`config.mk`:
```
export PLATFORM = sky130hd
export DESIGN_NAME = srpg_gen
export DESIGN_NICKNAME = d
export VERILOG_FILES = /design/src/common/srpg_pkg.sv /design/src/logic/srpg_pulse_div.sv /design/src/logic/srpg_gen.sv
export SDC_FILE = /design/constraint.sdc
export NUM_CORES = 1
export LEC_CHECK = 0
export ABC_CLOCK_PERIOD_IN_PS = 4500
export BUFFER_PORTS_ARGS = -buffer_cell sky130_fd_sc_hd__buf_2
export CORE_UTILIZATION = 49
export CTS_BUF_LIST = sky130_fd_sc_hd__clkbuf_16
export DETAILED_ROUTE_END_ITERATION = 8
export PLACE_DENSITY = 0.73
export SETUP_SLACK_MARGIN = 0.2
export SYNTH_ARGS = -nofsm -noshare
export SYNTH_HDL_FRONTEND = slang
export SYNTH_SLANG_ARGS = --single-unit
```
`constraint.sdc`:
```
create_clock -name ref_clk -period 4.5 [get_ports ref_clk]
set_clock_uncertainty 0.05 [all_clocks]
set_input_delay 0.675 -clock ref_clk [delete_from_list [all_inputs] [get_ports ref_clk]]
set_output_delay 0.675 -clock ref_clk [all_outputs]
set_load 0.05 [all_outputs]
```
`src/common/srpg_pkg.sv`:
```
// Shared constants, register layouts and types of the SYSREF pattern generator
package srpg_pkg;

	// Register byte addresses
	localparam logic [15:0] SRPG_DIV_LOW_ADDR = 16'h0400;
	localparam logic [15:0] SRPG_DIV_HIGH_ADDR = 16'h0401;
	localparam logic [15:0] SRPG_CTL_ADDR = 16'h0402;
	localparam logic [15:0] SRPG_SRC_ADDR = 16'h0403;

	// Reset values of the four registers
	localparam logic [7:0] SRPG_DIV_LOW_RST = 8'h00;
	localparam logic [7:0] SRPG_DIV_HIGH_RST = 8'h00;
	localparam logic [7:0] SRPG_CTL_RST = 8'h00;
	localparam logic [7:0] SRPG_SRC_RST = 8'h00;

	// Answer to a read of an unmapped address
	localparam logic [7:0] SRPG_UNMAPPED_RDATA = 8'h00;

	// Source select codes
	localparam logic [1:0] SRPG_SRC_EXT = 2'h0;
	localparam logic [1:0] SRPG_SRC_EXT_RESAMP = 2'h1;
	localparam logic [1:0] SRPG_SRC_INTERNAL = 2'h2;

	// Pattern mode codes
	localparam logic [1:0] SRPG_MODE_NSHOT = 2'h0;
	localparam logic [1:0] SRPG_MODE_CONT = 2'h1;
	localparam logic [1:0] SRPG_MODE_PRBS = 2'h2;
	localparam logic [1:0] SRPG_MODE_STOP = 2'h3;

	// Test mode codes (upper bit set selects the counter clock)
	localparam logic [1:0] SRPG_TEST_LOW = 2'h0;
	localparam logic [1:0] SRPG_TEST_HIGH = 2'h1;

	// Seed of the 7-bit sequence generator, never all zero
	localparam logic [6:0] SRPG_PRBS_SEED = 7'h7f;

	// Generator states
	typedef enum logic [1:0]
	{
		SRPG_IDLE = 2'b00,
		SRPG_BURST = 2'b01,
		SRPG_RUN = 2'b10
	} srpg_state_type;

	// Clock and trigger control register, bit 7 down to bit 0
	typedef struct packed
	{
		logic method;
		logic [1:0] trig;
		logic gclk_sel;
		logic rclk_sel;
		logic [1:0] test_mode;
		logic gen_rst;
	} srpg_ctl_type;

	// Source and pattern control register, bit 7 down to bit 0
	typedef struct packed
	{
		logic [1:0] src_sel;
		logic [1:0] mode;
		logic [2:0] nshot;
		logic req;
	} srpg_src_type;

	// One register access from the serial port back end
	typedef struct packed
	{
		logic wr;
		logic rd;
		logic [15:0] addr;
		logic [7:0] wdata;
	} srpg_bus_req_type;

	// Pulses in one burst for a count code
	function automatic logic [3:0] srpg_burst_len(input logic [2:0] code);
		logic [3:0] len;
		case (code)
			3'h2: len = 4'h2;
			3'h3: len = 4'h4;
			3'h4: len = 4'h6;
			3'h5: len = 4'h8;
			default: len = 4'h1;
		endcase
		return len;
	endfunction

endpackage

```
`src/logic/srpg_pulse_div.sv`:
```
// Pulse width divider: counts generator clock ticks and toggles the counter clock
module srpg_pulse_div
	import srpg_pkg::*;
#(
	parameter int DIV_W = 16
)
(
	input wire logic ref_clk,
	input wire logic rstn,
	input wire logic clr,
	input wire logic tick,
	input wire logic [DIV_W-1:0] kdiv,
	output logic phase_end,
	output logic div_clk
);

	// Width check: counter must hold at least two bits
	if (DIV_W < 2 || DIV_W > 16)
	begin : g_bad_width
		$error("srpg_pulse_div: DIV_W must lie in 2..16");
	end

	logic [DIV_W-1:0] count_r; // Ticks spent in the current phase
	logic [DIV_W-1:0] count_nxt;
	logic div_clk_r; // Counter output clock, high phase first
	logic div_clk_nxt;
	logic [DIV_W-1:0] last; // Last tick of a phase

	// A zero divisor would never end a phase, so it acts as one
	assign last = (kdiv == '0) ? '0 : DIV_W'(kdiv - 1'b1);
	// Greater-or-equal so that a divisor lowered in mid-phase ends the phase at the next tick
	// instead of letting the count run on until it wraps
	assign phase_end = tick & ~clr & (count_r >= last);
	assign div_clk = div_clk_r;

	// Next count and phase
	always_comb
	begin
		count_nxt = count_r;
		div_clk_nxt = div_clk_r;
		if (clr)
		begin
			// Restart aligned: the first phase is the high one
			count_nxt = '0;
			div_clk_nxt = 1'b1;
		end
		else if (phase_end)
		begin
			// Each phase lasts kdiv ticks
			count_nxt = '0;
			div_clk_nxt = ~div_clk_r;
		end
		else if (tick)
		begin
			count_nxt = DIV_W'(count_r + 1'b1);
		end
	end

	// Register stage
	always_ff @(posedge ref_clk or negedge rstn)
	begin
		if (!rstn)
		begin
			count_r <= '0;
			div_clk_r <= 1'b1;
		end
		else
		begin
			count_r <= count_nxt;
			div_clk_r <= div_clk_nxt;
		end
	end
endmodule // srpg_pulse_div

```
`src/logic/srpg_gen.sv`:
```
// SYSREF pattern generator and source selector with its four control registers
module srpg_gen
	import srpg_pkg::*;
#(
	parameter int DIV_W = 16
)
(
	input wire logic ref_clk,
	input wire logic rstn,
	input wire srpg_bus_req_type bus_req,
	input wire logic pin_req,
	input wire logic ext_sysref,
	input wire logic synth_feedback_divider_clk,
	input wire logic reference_cleanup_loop_clk,
	input wire logic dev_clk,
	output logic [7:0] reg_rdata,
	output logic sysref_out,
	output logic test_out,
	output logic gen_active
);

	// The divisor is built from the two byte registers
	if (DIV_W < 2 || DIV_W > 16)
	begin : g_bad_width
		$error("srpg_gen: DIV_W must lie in 2..16");
	end

	// Synchroniser bit order: pin, external SYSREF, feedback clock, loop clock, device clock
	logic [4:0] sync_a_r; // First stage, read only by the second
	logic [4:0] sync_b_r; // Settled samples
	logic [4:0] sync_c_r; // Previous settled samples for edges
	logic [4:0] rise;
	logic [4:0] fall;

	// Registers
	logic [7:0] div_lo_r;
	logic [7:0] div_lo_nxt;
	logic [7:0] div_hi_r;
	logic [7:0] div_hi_nxt;
	srpg_ctl_type ctl_r;
	srpg_ctl_type ctl_nxt;
	srpg_src_type src_r;
	srpg_src_type src_nxt;
	logic [7:0] rdata_r;
	logic [7:0] rdata_nxt;
	logic req_prev_r; // Request bit one cycle ago

	// Generator state
	srpg_state_type state_r;
	srpg_state_type state_nxt;
	logic pend_r; // Request seen, waiting for a generator tick
	logic pend_nxt;
	logic [3:0] pulse_cnt_r; // Pulses finished in this burst
	logic [3:0] pulse_cnt_nxt;
	logic [6:0] lfsr_r; // Sequence generator
	logic [6:0] lfsr_nxt;
	logic auto_clr; // Burst done, drop the request bit

	// Output stage
	logic resamp_r; // External SYSREF caught on the resample clock
	logic resamp_nxt;
	logic sysref_r;
	logic sysref_nxt;
	logic test_r;
	logic test_nxt;
	logic active_r;

	// Decoded controls
	logic [DIV_W-1:0] kdiv;
	logic tick;
	logic rs_edge;
	logic reg_rise;
	logic req_evt;
	logic hold;
	logic start;
	logic run_mode;
	logic sw_src_wr;
	logic phase_end;
	logic div_clk;
	logic [3:0] burst_len;
	logic gen_out;

	// Every outside input but the bus request and reset passes two flops before any logic looks at it
	always_ff @(posedge ref_clk or negedge rstn)
	begin
		if (!rstn)
		begin
			sync_a_r <= 5'h00;
			sync_b_r <= 5'h00;
			sync_c_r <= 5'h00;
		end
		else
		begin
			sync_a_r <= {dev_clk, reference_cleanup_loop_clk, synth_feedback_divider_clk, ext_sysref, pin_req};
			sync_b_r <= sync_a_r;
			sync_c_r <= sync_b_r;
		end
	end

	assign rise = sync_b_r & ~sync_c_r;
	assign fall = ~sync_b_r & sync_c_r;

	// Generator clock edge, picked by the clock source bit
	assign tick = ctl_r.gclk_sel ? rise[3] : rise[2];
	// Resample clock edge, picked by the resample source bit
	assign rs_edge = ctl_r.rclk_sel ? rise[3] : rise[4];
	assign kdiv = DIV_W'({div_hi_r, div_lo_r});
	assign reg_rise = src_r.req & ~req_prev_r;
	assign run_mode = (src_r.mode == SRPG_MODE_CONT) || (src_r.mode == SRPG_MODE_PRBS);
	assign burst_len = srpg_burst_len(src_r.nshot);
	assign sw_src_wr = bus_req.wr && (bus_req.addr == SRPG_SRC_ADDR);

	// Request event and hold level for register and pin methods
	always_comb
	begin
		if (!ctl_r.method)
		begin
			// Register method: only a 0 to 1 change of the bit counts
			req_evt = reg_rise;
			hold = src_r.req;
		end
		else if (ctl_r.trig[1])
		begin
			// Edge trigger: once started, only reset or stop ends the run
			req_evt = ctl_r.trig[0] ? fall[0] : rise[0];
			hold = 1'b1;
		end
		else
		begin
			// Level trigger, active high
			req_evt = rise[0];
			hold = sync_b_r[0];
		end
	end

	// Start only on a generator tick so pulses align to that clock
	assign start = (pend_r | req_evt) & tick & (state_r == SRPG_IDLE)
		& (src_r.mode != SRPG_MODE_STOP) & ~ctl_r.gen_rst;

	srpg_pulse_div #(
		.DIV_W(DIV_W)
	) u_div (
		.ref_clk(ref_clk),
		.rstn(rstn),
		.clr(ctl_r.gen_rst | start),
		.tick(tick),
		.kdiv(kdiv),
		.phase_end(phase_end),
		.div_clk(div_clk)
	);

	// Register file next values and read data
	always_comb
	begin
		div_lo_nxt = div_lo_r;
		div_hi_nxt = div_hi_r;
		ctl_nxt = ctl_r;
		src_nxt = src_r;
		rdata_nxt = rdata_r;
		if (bus_req.wr)
		begin
			case (bus_req.addr)
				SRPG_DIV_LOW_ADDR: div_lo_nxt = bus_req.wdata;
				SRPG_DIV_HIGH_ADDR: div_hi_nxt = bus_req.wdata;
				SRPG_CTL_ADDR: ctl_nxt = srpg_ctl_type'(bus_req.wdata);
				SRPG_SRC_ADDR: src_nxt = srpg_src_type'(bus_req.wdata);
				default: ;
			endcase
		end
		// A software write in the same cycle beats the automatic clear
		if (auto_clr && !sw_src_wr)
		begin
			src_nxt.req = 1'b0;
		end
		if (bus_req.rd)
		begin
			// The request bit reads back live, so software sees a burst end
			case (bus_req.addr)
				SRPG_DIV_LOW_ADDR: rdata_nxt = div_lo_r;
				SRPG_DIV_HIGH_ADDR: rdata_nxt = div_hi_r;
				SRPG_CTL_ADDR: rdata_nxt = ctl_r;
				SRPG_SRC_ADDR: rdata_nxt = src_r;
				default: rdata_nxt = SRPG_UNMAPPED_RDATA;
			endcase
		end
	end

	// Register file storage
	always_ff @(posedge ref_clk or negedge rstn)
	begin
		if (!rstn)
		begin
			div_lo_r <= SRPG_DIV_LOW_RST;
			div_hi_r <= SRPG_DIV_HIGH_RST;
			ctl_r <= srpg_ctl_type'(SRPG_CTL_RST);
			src_r <= srpg_src_type'(SRPG_SRC_RST);
			rdata_r <= 8'h00;
			req_prev_r <= 1'b0;
		end
		else
		begin
			div_lo_r <= div_lo_nxt;
			div_hi_r <= div_hi_nxt;
			ctl_r <= ctl_nxt;
			src_r <= src_nxt;
			rdata_r <= rdata_nxt;
			req_prev_r <= src_r.req;
		end
	end

	// Generator state machine next values
	always_comb
	begin
		state_nxt = state_r;
		pend_nxt = pend_r;
		pulse_cnt_nxt = pulse_cnt_r;
		lfsr_nxt = lfsr_r;
		auto_clr = 1'b0;
		// Pending request waits for the next tick
		if (state_r != SRPG_IDLE || start || src_r.mode == SRPG_MODE_STOP || (run_mode && !hold))
		begin
			pend_nxt = 1'b0;
		end
		else if (req_evt)
		begin
			pend_nxt = 1'b1;
		end
		case (state_r)
			SRPG_IDLE:
			begin
				pulse_cnt_nxt = 4'h0;
				if (start)
				begin
					state_nxt = run_mode ? SRPG_RUN : SRPG_BURST;
					lfsr_nxt = SRPG_PRBS_SEED;
				end
			end
			SRPG_BURST:
			begin
				// A pulse ends with its high phase
				if (phase_end && div_clk)
				begin
					pulse_cnt_nxt = 4'(pulse_cnt_r + 4'h1);
					if (4'(pulse_cnt_r + 4'h1) == burst_len)
					begin
						state_nxt = SRPG_IDLE;
						auto_clr = ~ctl_r.method;
					end
				end
			end
			SRPG_RUN:
			begin
				// Sequence advances once per full divided period
				if (phase_end && !div_clk)
				begin
					lfsr_nxt = {lfsr_r[5:0], lfsr_r[6] ^ lfsr_r[5]};
				end
				if (!hold)
				begin
					state_nxt = SRPG_IDLE;
				end
			end
			default: state_nxt = SRPG_IDLE;
		endcase
		// Stop mode and generator reset both end any pattern at once
		if (src_r.mode == SRPG_MODE_STOP || ctl_r.gen_rst)
		begin
			state_nxt = SRPG_IDLE;
			pend_nxt = 1'b0;
			pulse_cnt_nxt = 4'h0;
		end
	end

	// Generator state storage
	always_ff @(posedge ref_clk or negedge rstn)
	begin
		if (!rstn)
		begin
			state_r <= SRPG_IDLE;
			pend_r <= 1'b0;
			pulse_cnt_r <= 4'h0;
			lfsr_r <= SRPG_PRBS_SEED;
		end
		else
		begin
			state_r <= state_nxt;
			pend_r <= pend_nxt;
			pulse_cnt_r <= pulse_cnt_nxt;
			lfsr_r <= lfsr_nxt;
		end
	end

	// Internal pattern level
	always_comb
	begin
		case (state_r)
			SRPG_BURST: gen_out = div_clk;
			SRPG_RUN: gen_out = (src_r.mode == SRPG_MODE_PRBS) ? lfsr_r[0] : div_clk;
			default: gen_out = 1'b0;
		endcase
	end

	// Output selection and resampling
	always_comb
	begin
		resamp_nxt = rs_edge ? sync_b_r[1] : resamp_r;
		case (src_r.src_sel)
			SRPG_SRC_EXT: sysref_nxt = sync_b_r[1];
			SRPG_SRC_EXT_RESAMP: sysref_nxt = resamp_r;
			SRPG_SRC_INTERNAL: sysref_nxt = gen_out & ~ctl_r.gen_rst;
			default: sysref_nxt = 1'b0;
		endcase
		if (ctl_r.test_mode[1])
		begin
			test_nxt = div_clk;
		end
		else
		begin
			test_nxt = (ctl_r.test_mode == SRPG_TEST_HIGH);
		end
	end

	// Output flops
	always_ff @(posedge ref_clk or negedge rstn)
	begin
		if (!rstn)
		begin
			resamp_r <= 1'b0;
			sysref_r <= 1'b0;
			test_r <= 1'b0;
			active_r <= 1'b0;
		end
		else
		begin
			resamp_r <= resamp_nxt;
			sysref_r <= sysref_nxt;
			test_r <= test_nxt;
			active_r <= (state_nxt != SRPG_IDLE);
		end
	end

	assign reg_rdata = rdata_r;
	assign sysref_out = sysref_r;
	assign test_out = test_r;
	assign gen_active = active_r;
endmodule // srpg_gen

```
Word-level counts from Yosys, hierarchy flattened. Index checks and enable logic that the tools add are counted.

Output and inout port bits: 11. Register bits after elaboration: 91. Bits in writable memories: 0. Memories: 0. Bits in latches: 0. ROM bits: 0.

Add/subtract/negate cells: 3. Magnitude comparators: 1. Mux-type cells: 41. Divide/modulo/power cells: 0. Reduce and logical (&&, ||, !) cells: 32. Equality and inequality tests: 21. Bitwise logic cells: 20. Shift operators: 0. Multiply operators: 0.

Operators with widths (number): 16-bit by 11-bit == test with 1-bit output, second input constant (4); 16-bit two-way mux (4); 8-bit case mux with 4 select lines (1); 1-bit two-way mux (20); 16-bit by 1-bit adder with 16-bit output, second input constant (1); 16-bit >= comparator (1); 16-bit logical NOT (1); 4-bit case mux with 4 select lines (1); 16-bit by 1-bit subtractor with 16-bit output, second input constant (1); 7-bit two-way mux (2); 7-bit case mux with 2 select lines (1); 2-bit two-way mux (6); 2-bit AND reduction (6); 2-bit nonzero test (6); 1-bit bitwise AND (9); 3-bit nonzero test (3); 2-bit by 1-bit == test with 1-bit output, second input constant (4); 2-bit == test, second input constant (4); 4-bit two-way mux (2); 4-bit case mux with 2 select lines (1); 3-bit by 2-bit == test with 1-bit output, second input constant (2); 3-bit == test, second input constant (2); 2-bit != test, second input constant (3); 1-bit NOT (6); 15 further kinds (27).

Logic depth before layout (Yosys ltp). Gate-level depths: netlist of the first run.

Word-level depth: 20. Mapped depth: 15. Gate-level depth less buffers: 13.

By module. From an unflattened synthesis of the first run, not the netlist that was laid out.

Cell total of the unflattened synthesis: 472. Area, all modules: 5082.4 sq um.

Modules (own cells, without submodules): srpg_gen (times used 1, cells each 283, area an instance 3443.3 sq um); srpg_pulse_div (times used 1, cells each 189, area an instance 1639.1 sq um).

Worst setup path before layout of the first run. No wires, ideal clock.

Kind: register to register. Start: register div_lo_r[6]. End: register lfsr_r[0]. Path slack: 0.771 ns. Data required time: 4.368 ns. Setup time: 0.082 ns. Buffers on the path: 1. Arrival time: 3.597 ns. Period minus slack after synthesis: 3.729 ns. Cell stages (with the launch flop): 14. Cell sequence: dfrtp_1 > or4_4 > nor4_4 > nand2b_1 > or3_1 > nor3b_1 > a21oi_1 > ha_1 > nand4_1 > a2111oi_4 > a21oi_2 > o32a_1 > buf_6 > mux2_4.

Word-level cells in the longest chain between the ends: 7. Elaborated cells between the ends (all ways): 8. Classes of those cells: add/sub (1); order compare (1); eq/ne (1); mux (1); bitwise (1); reduce/logical (3).

RTL lines: start, declared (RTL line srpg_gen.sv:36) `logic [7:0] div_lo_r;`; start signal, assigned (RTL line srpg_gen.sv:202) `div_lo_r <= div_lo_nxt;`; 16-bit by 1-bit subtractor with 16-bit output / 16-bit logical NOT (equally long branches) (RTL line srpg_pulse_div.sv:30) `assign last = (kdiv == '0) ? '0 : DIV_W'(kdiv - 1'b1);`; 16-bit two-way mux * (RTL line srpg_pulse_div.sv:30); 16-bit >= comparator * (RTL line srpg_pulse_div.sv:33) `assign phase_end = tick & ~clr & (count_r >= last);`; 1-bit bitwise AND * (RTL line srpg_pulse_div.sv:33); 1-bit logical AND * (RTL line srpg_gen.sv:254) `if (phase_end && !div_clk)`; 2-bit != test (no line) *; 3-bit AND reduction (no line) *; end signal, assigned (RTL line srpg_gen.sv:289) `lfsr_r <= lfsr_nxt;`; end, declared (RTL line srpg_gen.sv:55) `logic [6:0] lfsr_r;`.

Every way passes the cells marked *; elsewhere a longest branch is shown, timed or not. A chain may end at the register's enable or synchronous reset.

Final worst setup path of the first run.
Start: register div_lo_r[6]. End: register active_r (netlist: gen_active).

Word-level cells in the longest chain between the ends: 9. Elaborated cells between the ends (all ways): 10. Classes of those cells: add/sub (1); order compare (1); mux (4); bitwise (1); reduce/logical (3).

RTL lines: 16-bit by 1-bit subtractor with 16-bit output / 16-bit logical NOT (equally long branches) (RTL line srpg_pulse_div.sv:30); 16-bit two-way mux * (RTL line srpg_pulse_div.sv:30); 16-bit >= comparator * (RTL line srpg_pulse_div.sv:33); 1-bit bitwise AND * (RTL line srpg_pulse_div.sv:33); 1-bit logical AND * (RTL line srpg_gen.sv:241) `if (phase_end && div_clk)`; 2-bit two-way mux * (RTL line srpg_gen.sv:241); 2-bit case mux with 3 select lines * (RTL line srpg_gen.sv:228) `case (state_r)`; 2-bit two-way mux * (RTL line srpg_gen.sv:266) `if (src_r.mode == SRPG_MODE_STOP || ctl_r.gen_rst)`; 2-bit nonzero test * (RTL line srpg_gen.sv:338) `active_r <= (state_nxt != SRPG_IDLE);`; end signal, assigned (RTL line srpg_gen.sv:338); end, declared (RTL line srpg_gen.sv:66) `logic active_r;`.

Marks and branches as above.

==> impl.org, run 1 <==
** Status
- The run finished with clean final reports.

** CTS
- The clock net in this run drives a total of 90 sinks.
- The clock reaches the later pin of the worst-skew pair after 0.35 ns.
- In this run the deepest clock path goes through 2 buffers.
- Number of levels the H-tree was split into :: 3
- The number of hold buffers added after CTS was 0.
- After clock tree synthesis, the clock-pin slew on the worst setup and hold paths is 0.07 ns.
- In this run, CTS created clock tree buffers numbering 9.
- Root buffer cell :: clkbuf_16
- Clock tree from TritonCTS :: built

** Logic synthesis
- In the synthesized netlist the async set-or-reset flop fraction comes to 100%.
- Part of the Yosys area used for sequential elements :: 45.1%
- Mapped Cells :: 482
- Number of enable flip-flop cells after synthesis :: 0
- The synthesized netlist occupies a cell area of 5020 µm².
- Synthesis produced a netlist with a net count of 541.
- Count of synthesis-stage warnings from yosys :: 0
- Synthesis inferred 90 register bits.
- Number of distinct library cells after synthesis :: 64
- Top flip-flop cell by instance count after synthesis :: dfrtp_1
- Each instance of the synthesized netlist takes up on average 10.4 µm².

** Timing
- Counting I/O delays and the setup requirement, the final critical path takes 4.04 ns.
- Finish-stage setup viols :: 0
- Post-Route Setup TNS :: 0 ns
- Dividing the final minimum period by the clock period gives 89.8%.
- Number of max-slew violations in the final report :: 0
- Relative slew slack :: 56.0%
- At the pin with the least slew margin, the transition time is 0.657 ns.
- Number of hold violations in the final report :: 0
- Final hold analysis gives a worst-case slack of 0.296 ns.
- For this run, the top clock speed supported by timing is 248 MHz.
- Unrepaired setup endpoints after global routing :: false

** Placed design
- Gp weighted congestion :: 0.871
- During placement, the flow inserted port buffers numbering 43.
- Cell count after placement :: 653
- Estimated wirelength of the detail-placed design :: 8600 µm

** Setup path
- Crit path launch type :: flip-flop
- Data arrives at the worst endpoint at 4.20 ns.
- Kind of capture point of the worst setup path :: flip-flop
- Data required time at the worst endpoint :: 4.66 ns
- Start-to-end type of the worst setup path :: flip-flop to flip-flop
- Highest fanout seen on the critical path :: 14
- Register-to-register path setup slack :: 0.46 ns

** Drt
- The first detailed-routing pass ran for 4 iterations.
- Dividing the detail-routed wire length by the instance count gives 17.4 µm.
- Starting DRC count in detailed routing :: 185
- Met3 routed wirelength :: 464 µm
- After detailed routing, the met2 layer carries 5610 µm of wire.
- After detailed routing, the number of remaining DRC violations is 0.
- Detailed-route wire length on metal 1 :: 5290 µm
- Detailed Route WL :: 11700 µm
- Dividing the detail-routed via count by the number of cells gives 5.90.
- The final route contains 3955 vias.
- The detail route stage leaves a number of antenna-violating nets equal to 0.
- Top sig layer :: met4

** Final layout
- Cells fill 57.8% of the core in the end.
- At the end of the flow, the number of nets in the layout was 591.
- Non-filler cells, final :: 670
- Of the cells placed in the final design, the portion with a size suffix greater than 1 is 23.3%.
- Fill cell total of the finished layout :: 833
- From synthesis to final layout, the design area changed by 13.5%.
- The number of antenna diodes in the final layout is 0.

** GRT
- Summed over all layers, the global routing overflow is 0.
- Overall routing resource usage :: 23.9%
- Antenna violations before repair :: 0
- Largest net degree at the start of global routing :: 51
- The first global-routing pass estimated 19000 µm of wire.
- Number of global-route vias before repair :: 3840

** Die
- Number of primary I/O pins :: 44
- Num rows :: 36
- The floorplan step defined a die boundary enclosing 10700 µm².
- From left edge to right edge, the die measures 103 µm.
- Initial standard-cell utilization of the core :: 50.9%
- From bottom edge to top edge, the die measures 103 µm.
- Core region area :: 9860 µm²

** Min path
- The tightest min-delay check is of the primary input to asynchronous set/reset pin type.

** Power and ir drop
- Maximum VDD drop :: 0.000200 V
- Summed over all cells, the static leakage comes to 2.68 nW.
- Total power :: 1.87 mW
- In this run the power density over the cells is 328 nW/µm².

** Job
- Max-cap violations in this run came to 0.
synth_stat cells (12+ instances only):
master	number	share of area [%]
dfrtp_1	82	41
nand2_1	54	4.0
mux2_2	30	6.7
ha_1	26	6.5
a21oi_1	23	2.3
nor2_1	22	1.6
inv_1	20	1.5
o21ai_0	18	1.8
a31oi_1	14	1.7
nand2b_1	14	1.7
nand3_1	14	1.4
xor2_1	12	2.1
critical path: stages, from the launching register on:
cell and delay [ns]:
dfrtp_1 0.46, or4_4 0.60, nor4_4 0.18, nand2b_1 0.12, or3_1 0.38, nor3b_1 0.19
a21oi_1 0.07, ha_1 0.31, nand4_1 0.17, a2111oi_4 0.43, a21oi_2 0.14, buf_4 0.21
nor4_2 0.42, o21ai_0 0.17
sequential cells by signal (all words and copies together), names as in the netlist:
signal         count
u_div.div_clk      1
reg_rdata          8
sync_c_r           4
state_r            2
ctl_r              8
req_prev_r         1
pend_r             1
sysref_out         1
div_lo_r           8
resamp_r           1
u_div.count_r     16
gen_active         1
pulse_cnt_r        4
sync_b_r           5
test_out           1
lfsr_r             7
div_hi_r           8
sync_a_r           5
src_r              8
final timing paths:
kind	start	endpoint	cells after the start
max in group asynchronous	rstn	lfsr_r[3]	2
max	div_lo_r[6]	gen_active	13
min reg2reg	sync_a_r[3]	sync_b_r[3]	0
min	rstn	u_div.count_r[2]	1
max reg2reg	div_lo_r[6]	gen_active	13
min in group ref_clk	sync_a_r[3]	sync_b_r[3]	0
per-layer routing:
layer	vias to the layer above	GRT usage [%]
li1	1880	-
met5	-	0
met3	23	4.10
met1	1935	31.8
met4	0	10.8
met2	117	38.5
power breakdown:
part | total [mW] | switching (mW) | internal [mW]
logic | 0.235 | 0.142 | 0.0928
registers | 0.892 | 0.0447 | 0.847
clock network | 0.740 | 0.351 | 0.390
total | 1.87 | 0.537 | 1.33
kinds of logic after synthesis:
group	Yosys count	share of synthesized area, %
flip-flops	90	45.1
AO/OA/AOI/OAI	110	15.4
multiplexers	38	8.92
buffers and inverters	30	2.74
AND/OR/NAND/NOR	171	18.4
XOR/XNOR	17	2.97
adder cells (fa/ha/maj)	26	6.48
metrics by stage:
step / instance area [µm²] / setup WS, ns
after floorplan: 5020 / 0.771
after global placement: 5380 / 0.485
after detailed placement: 5380 / 0.289
after CTS: 5670 / 0.272
after global routing: 5700 / 0.236
final: 5700 / 0.461
cell usage in the layout (no fill, tap or decap), types with 7 or more instances in the layout:
master,instances
nor2_1,22
a22oi_1,10
dfstp_2,8
a31oi_1,14
o211ai_1,7
inv_1,20
nor4_1,8
a21oi_1,23
o21ai_0,18
buf_2,42
clkbuf_16,9
nand2_1,54
or3_1,8
nand2b_1,14
dfrtp_1,82
a22o_1,9
mux2_2,30
xor2_1,12
ha_1,26
nand3_1,14
what timing repair did:
| item | CTS | global route |
|---|---|---|
| buffers inserted | 0 | 1 |
| setup endpoints to repair | 0 | 21 |
| gates resized for setup | 0 | 2 |
layout make-up:
class,count,area (µm²),area share [%]
well taps,133,166,2.92
clock inverters,7,71.3,1.25
inverters,21,78.8,1.38
multi-input cells,362,2630,46.1
repair buffers,48,268,4.70
clock buffers,9,225,3.95
flip-flops and latches,90,2260,39.7
Note: power is estimated with default switching activity, not from simulation.
==> run 2, diff against run 1 <==
PLACE_DENSITY = default   (was 0.73)
PLACE_DENSITY_LB_ADDON = 0.05   (was default)
==> run 2 against run 1 <==
Flip-flop and latch count unchanged. Sequential power down 0.7%. Critical path depth unchanged. Register-to-register slack about the same. Die area did not move. Cell count fell by 0.30%. Core utilization decreased by 0.18 points. First-iteration DRC count shrank 14%. Hold slack improved by 0.0049 ns. Sequential share of layout area grew 0.12 points. Fmax fell by 0.21%. Critical path type unchanged. Highest routed layer unchanged.
==> impl.org, run 2 (synthesized netlist as in run 1, its figures left out) <==
** Status
- The flow ran to the end, and the final reports show no timing, DRC or antenna violations.

** Min path
- The worst hold path begins at sync_a_r[0].
- In this run the worst hold path is classified as flip-flop to flip-flop.

** CTS
- Clk_lat worst skew :: 0.34 ns (about the same)
- Number of clock sinks :: 90 (unchanged)
- Number of levels the H-tree was split into :: 3 (unchanged)
- The number of buffers created by CTS was 9 (unchanged).
- Clock edge transition at the registers on the reported setup and hold paths :: 0.07 ns (about the same)
- Clock tree from TritonCTS :: built
- Root buffer cell :: clkbuf_16
- Clock Tree Buf Depth :: 2 (unchanged)
- Number of setup buffers added after CTS :: 0 (unchanged)

** Die
- Die H :: 103 µm (unchanged)
- Horiz. Die Dim :: 103 µm (unchanged)
- Die ar. :: 10700 µm² (unchanged)
- The I/O pin count came to 44 (unchanged).
- Initial standard-cell utilization of the core :: 50.9% (unchanged)
- Num rows :: 36 (unchanged)
- The area of the core region was 9860 µm² (unchanged).

** Final layout
- Fill cell total of the finished layout :: 845 (+1.4%)
- The number of flip-flops under the largest register name is 16 (unchanged).
- The share of layout cells above drive strength 1 is 22.8% (-0.47 points).
- Leading cell type in the layout, fill and taps excluded :: dfrtp_1
- Commonest cells after routing, fill and taps aside :: dfrtp_1 (82), nand2_1 (54), buf_2 (42)
- Register ranked first by flip-flop count :: u_div.count_r
- The number of antenna diodes is 0 (unchanged).
- The area growth from synthesis to layout is 13.2%.
- Number of nets at the end of the flow :: 589 (-0.34%)

** Timing
- The max-slew violation count was 0 (unchanged).
- Worst slew pin tran :: 0.763 ns (+0.106 ns)
- Unrepaired setup endpoints after global routing :: false
- Period Utilization, post-route :: 89.9% (+0.19 points)
- Final setup slack of the worst path :: 0.453 ns (-0.00852 ns)
- The final critical path time including I/O delays and setup came to 4.05 ns (+0.00852 ns).
- Maximum operating frequency :: 247 MHz (-0.21%)
- Finish-stage setup viols :: 0 (unchanged)
- Post-Route Setup TNS :: 0 ns (unchanged)
- Relative slew slack :: 49.2% (-6.8 points)
- The count of final hold-check violations came to 0 (unchanged).

** Power and ir drop
- The ratio of total power to cell area came to 327 nW/µm² (-0.12%).
- The leakage power summed over all cells came to 2.68 nW (about the same).
- The maximum ir drop on the vdd rail came to 0.000213 V (+6.2%).

** Setup path
- Slowest library cell on the worst path :: or4_4
- Highest fanout seen on the critical path :: 7 (-7)
- Tracing the worst setup path back leads to its startpoint at div_lo_r[6].
- The required arrival time at the worst endpoint is 4.73 ns (+0.07 ns).
- Walking the worst path, the cells encountered are or4_4 > nor4_4 > nand2b_1 > or3_1 > nor3b_1 > a21oi_1 > ha_1 > nand4_1 > nor3_1 > a2111o_1 > a21oi_2 > o32a_1 > mux2_4.
- STA classifies the critical path endpoint as a flip-flop.
- By startpoint and endpoint, the worst setup path is classified as flip-flop to flip-flop.
- The data arrival time at the worst-slack endpoint is 4.27 ns (+0.07 ns).
- The worst register-to-register path begins at div_lo_r[6].
- The worst stage delay on the critical path is 0.60 ns (about the same).
- Crit path launch type :: flip-flop

** Placed design
- IO buf count :: 43 (unchanged)
- The global placer's final weighted congestion was 0.830 (-4.7%).
- Post-placement worst setup slack :: 0.485 ns (+0.196 ns)
- The placed wire-length estimate came to 8380 µm (-2.6%).

** Drt
- Vias after detailed routing :: 3935 (-0.51%)
- The number of nets with antenna violations after detailed routing is 0 (unchanged).
- The via count normalized by instance count is 5.89 (-0.21%).
- The mean routed wirelength per cell was 16.8 µm (-3.3%).
- The DRC violation total after the first TritonRoute iteration was 160 (-14%).
- Detailed Route WL :: 11300 µm (-3.5%)
- Drc violations :: 0 (unchanged)
- Number of iterations in the first detailed-routing pass :: 5 (+1)

** GRT
- Overall routing resource usage :: 23.0% (-0.93 points)
- The number of antenna violations at the first check in global routing was 0 (unchanged).
- The number of global-route vias before repair was 3633 (-5.4%).
- Grt ovf :: 0 (unchanged)
- The pin count of the biggest net entering global routing is 61 (+20%).
- First-pass GRT wire length :: 18400 µm (-3.2%)

** Job
- Number of max-cap violations :: 0 (unchanged)
==> run 2: cell type report <==
cell class | count | area (µm²) | share of cell area [%]
clock buffers | 9 | 225 | 3.96
clock inverters | 7 | 78.8 | 1.39
multi-input cells | 362 | 2630 | 46.2
flip-flops and latches | 90 | 2260 | 39.8
well taps | 133 | 166 | 2.93
repair buffers | 46 | 244 | 4.29
inverters | 21 | 78.8 | 1.39
==> run 2: final timing paths <==
check,endpoint,slack [ns],cells past startpoint
hold reg to reg,sync_b_r[0],0.30,0
setup / recovery,lfsr_r[5],0.45,13
hold / removal,sync_b_r[0],0.30,0
setup reg to reg,lfsr_r[5],0.45,13
min in group asynchronous,u_div.count_r[5],0.34,1
max in group asynchronous,div_hi_r[6],3.16,2
==> run 2: metrics by stage <==
step / hold slack [ns] / instances / power [mW] / cell area (µm²) / util [%]
2_1_floorplan: 0.281 / 482 / 1.03 / 5020 / -
3_3_place_gp: 0.282 / 652 / 1.11 / 5370 / 54.4
3_5_place_dp: 0.285 / 652 / 1.12 / 5370 / 54.4
4_1_cts: 0.302 / 668 / 1.87 / 5670 / 57.5
5_1_grt: 0.314 / 668 / 1.94 / 5680 / 57.6
6_report: 0.301 / 668 / 1.86 / 5680 / 57.6
==> run 2: repair_timing <==
action                                  4_1_cts  5_1_grt
hold buffers                                  0        0
gates resized for setup                       0        2
endpoints found under the setup margin        0        3
==> run 2: per-layer routing <==
layer  up-vias  share of wire, %  global-route usage [%]
met3        12               4.6                    3.90
met2       108                46                    36.2
met1      1936                48                    32.5
li1       1879                 -                       -
met4         0               1.6                    7.37
met5         -                 0                       0
==> run 2: power breakdown <==
part           internal, mW  switching, mW  total (mW)  leakage [nW]
Sequential            0.847         0.0394       0.886          1.18
Combinational        0.0841          0.131       0.216          1.35
Clock                 0.398          0.359       0.757         0.151
Total                  1.33          0.530        1.86          2.68
==> run 2: worst max-delay path, delay by kind of cell, from the launching register on <==
family / cells / cell delay (ns)
and+or+nand+nor: 7 / 1.73
AOI/OAI and AO/OA: 4 / 1.11
muxes: 1 / 0.34
DFF: 1 / 0.45
adders and majority gates: 1 / 0.31
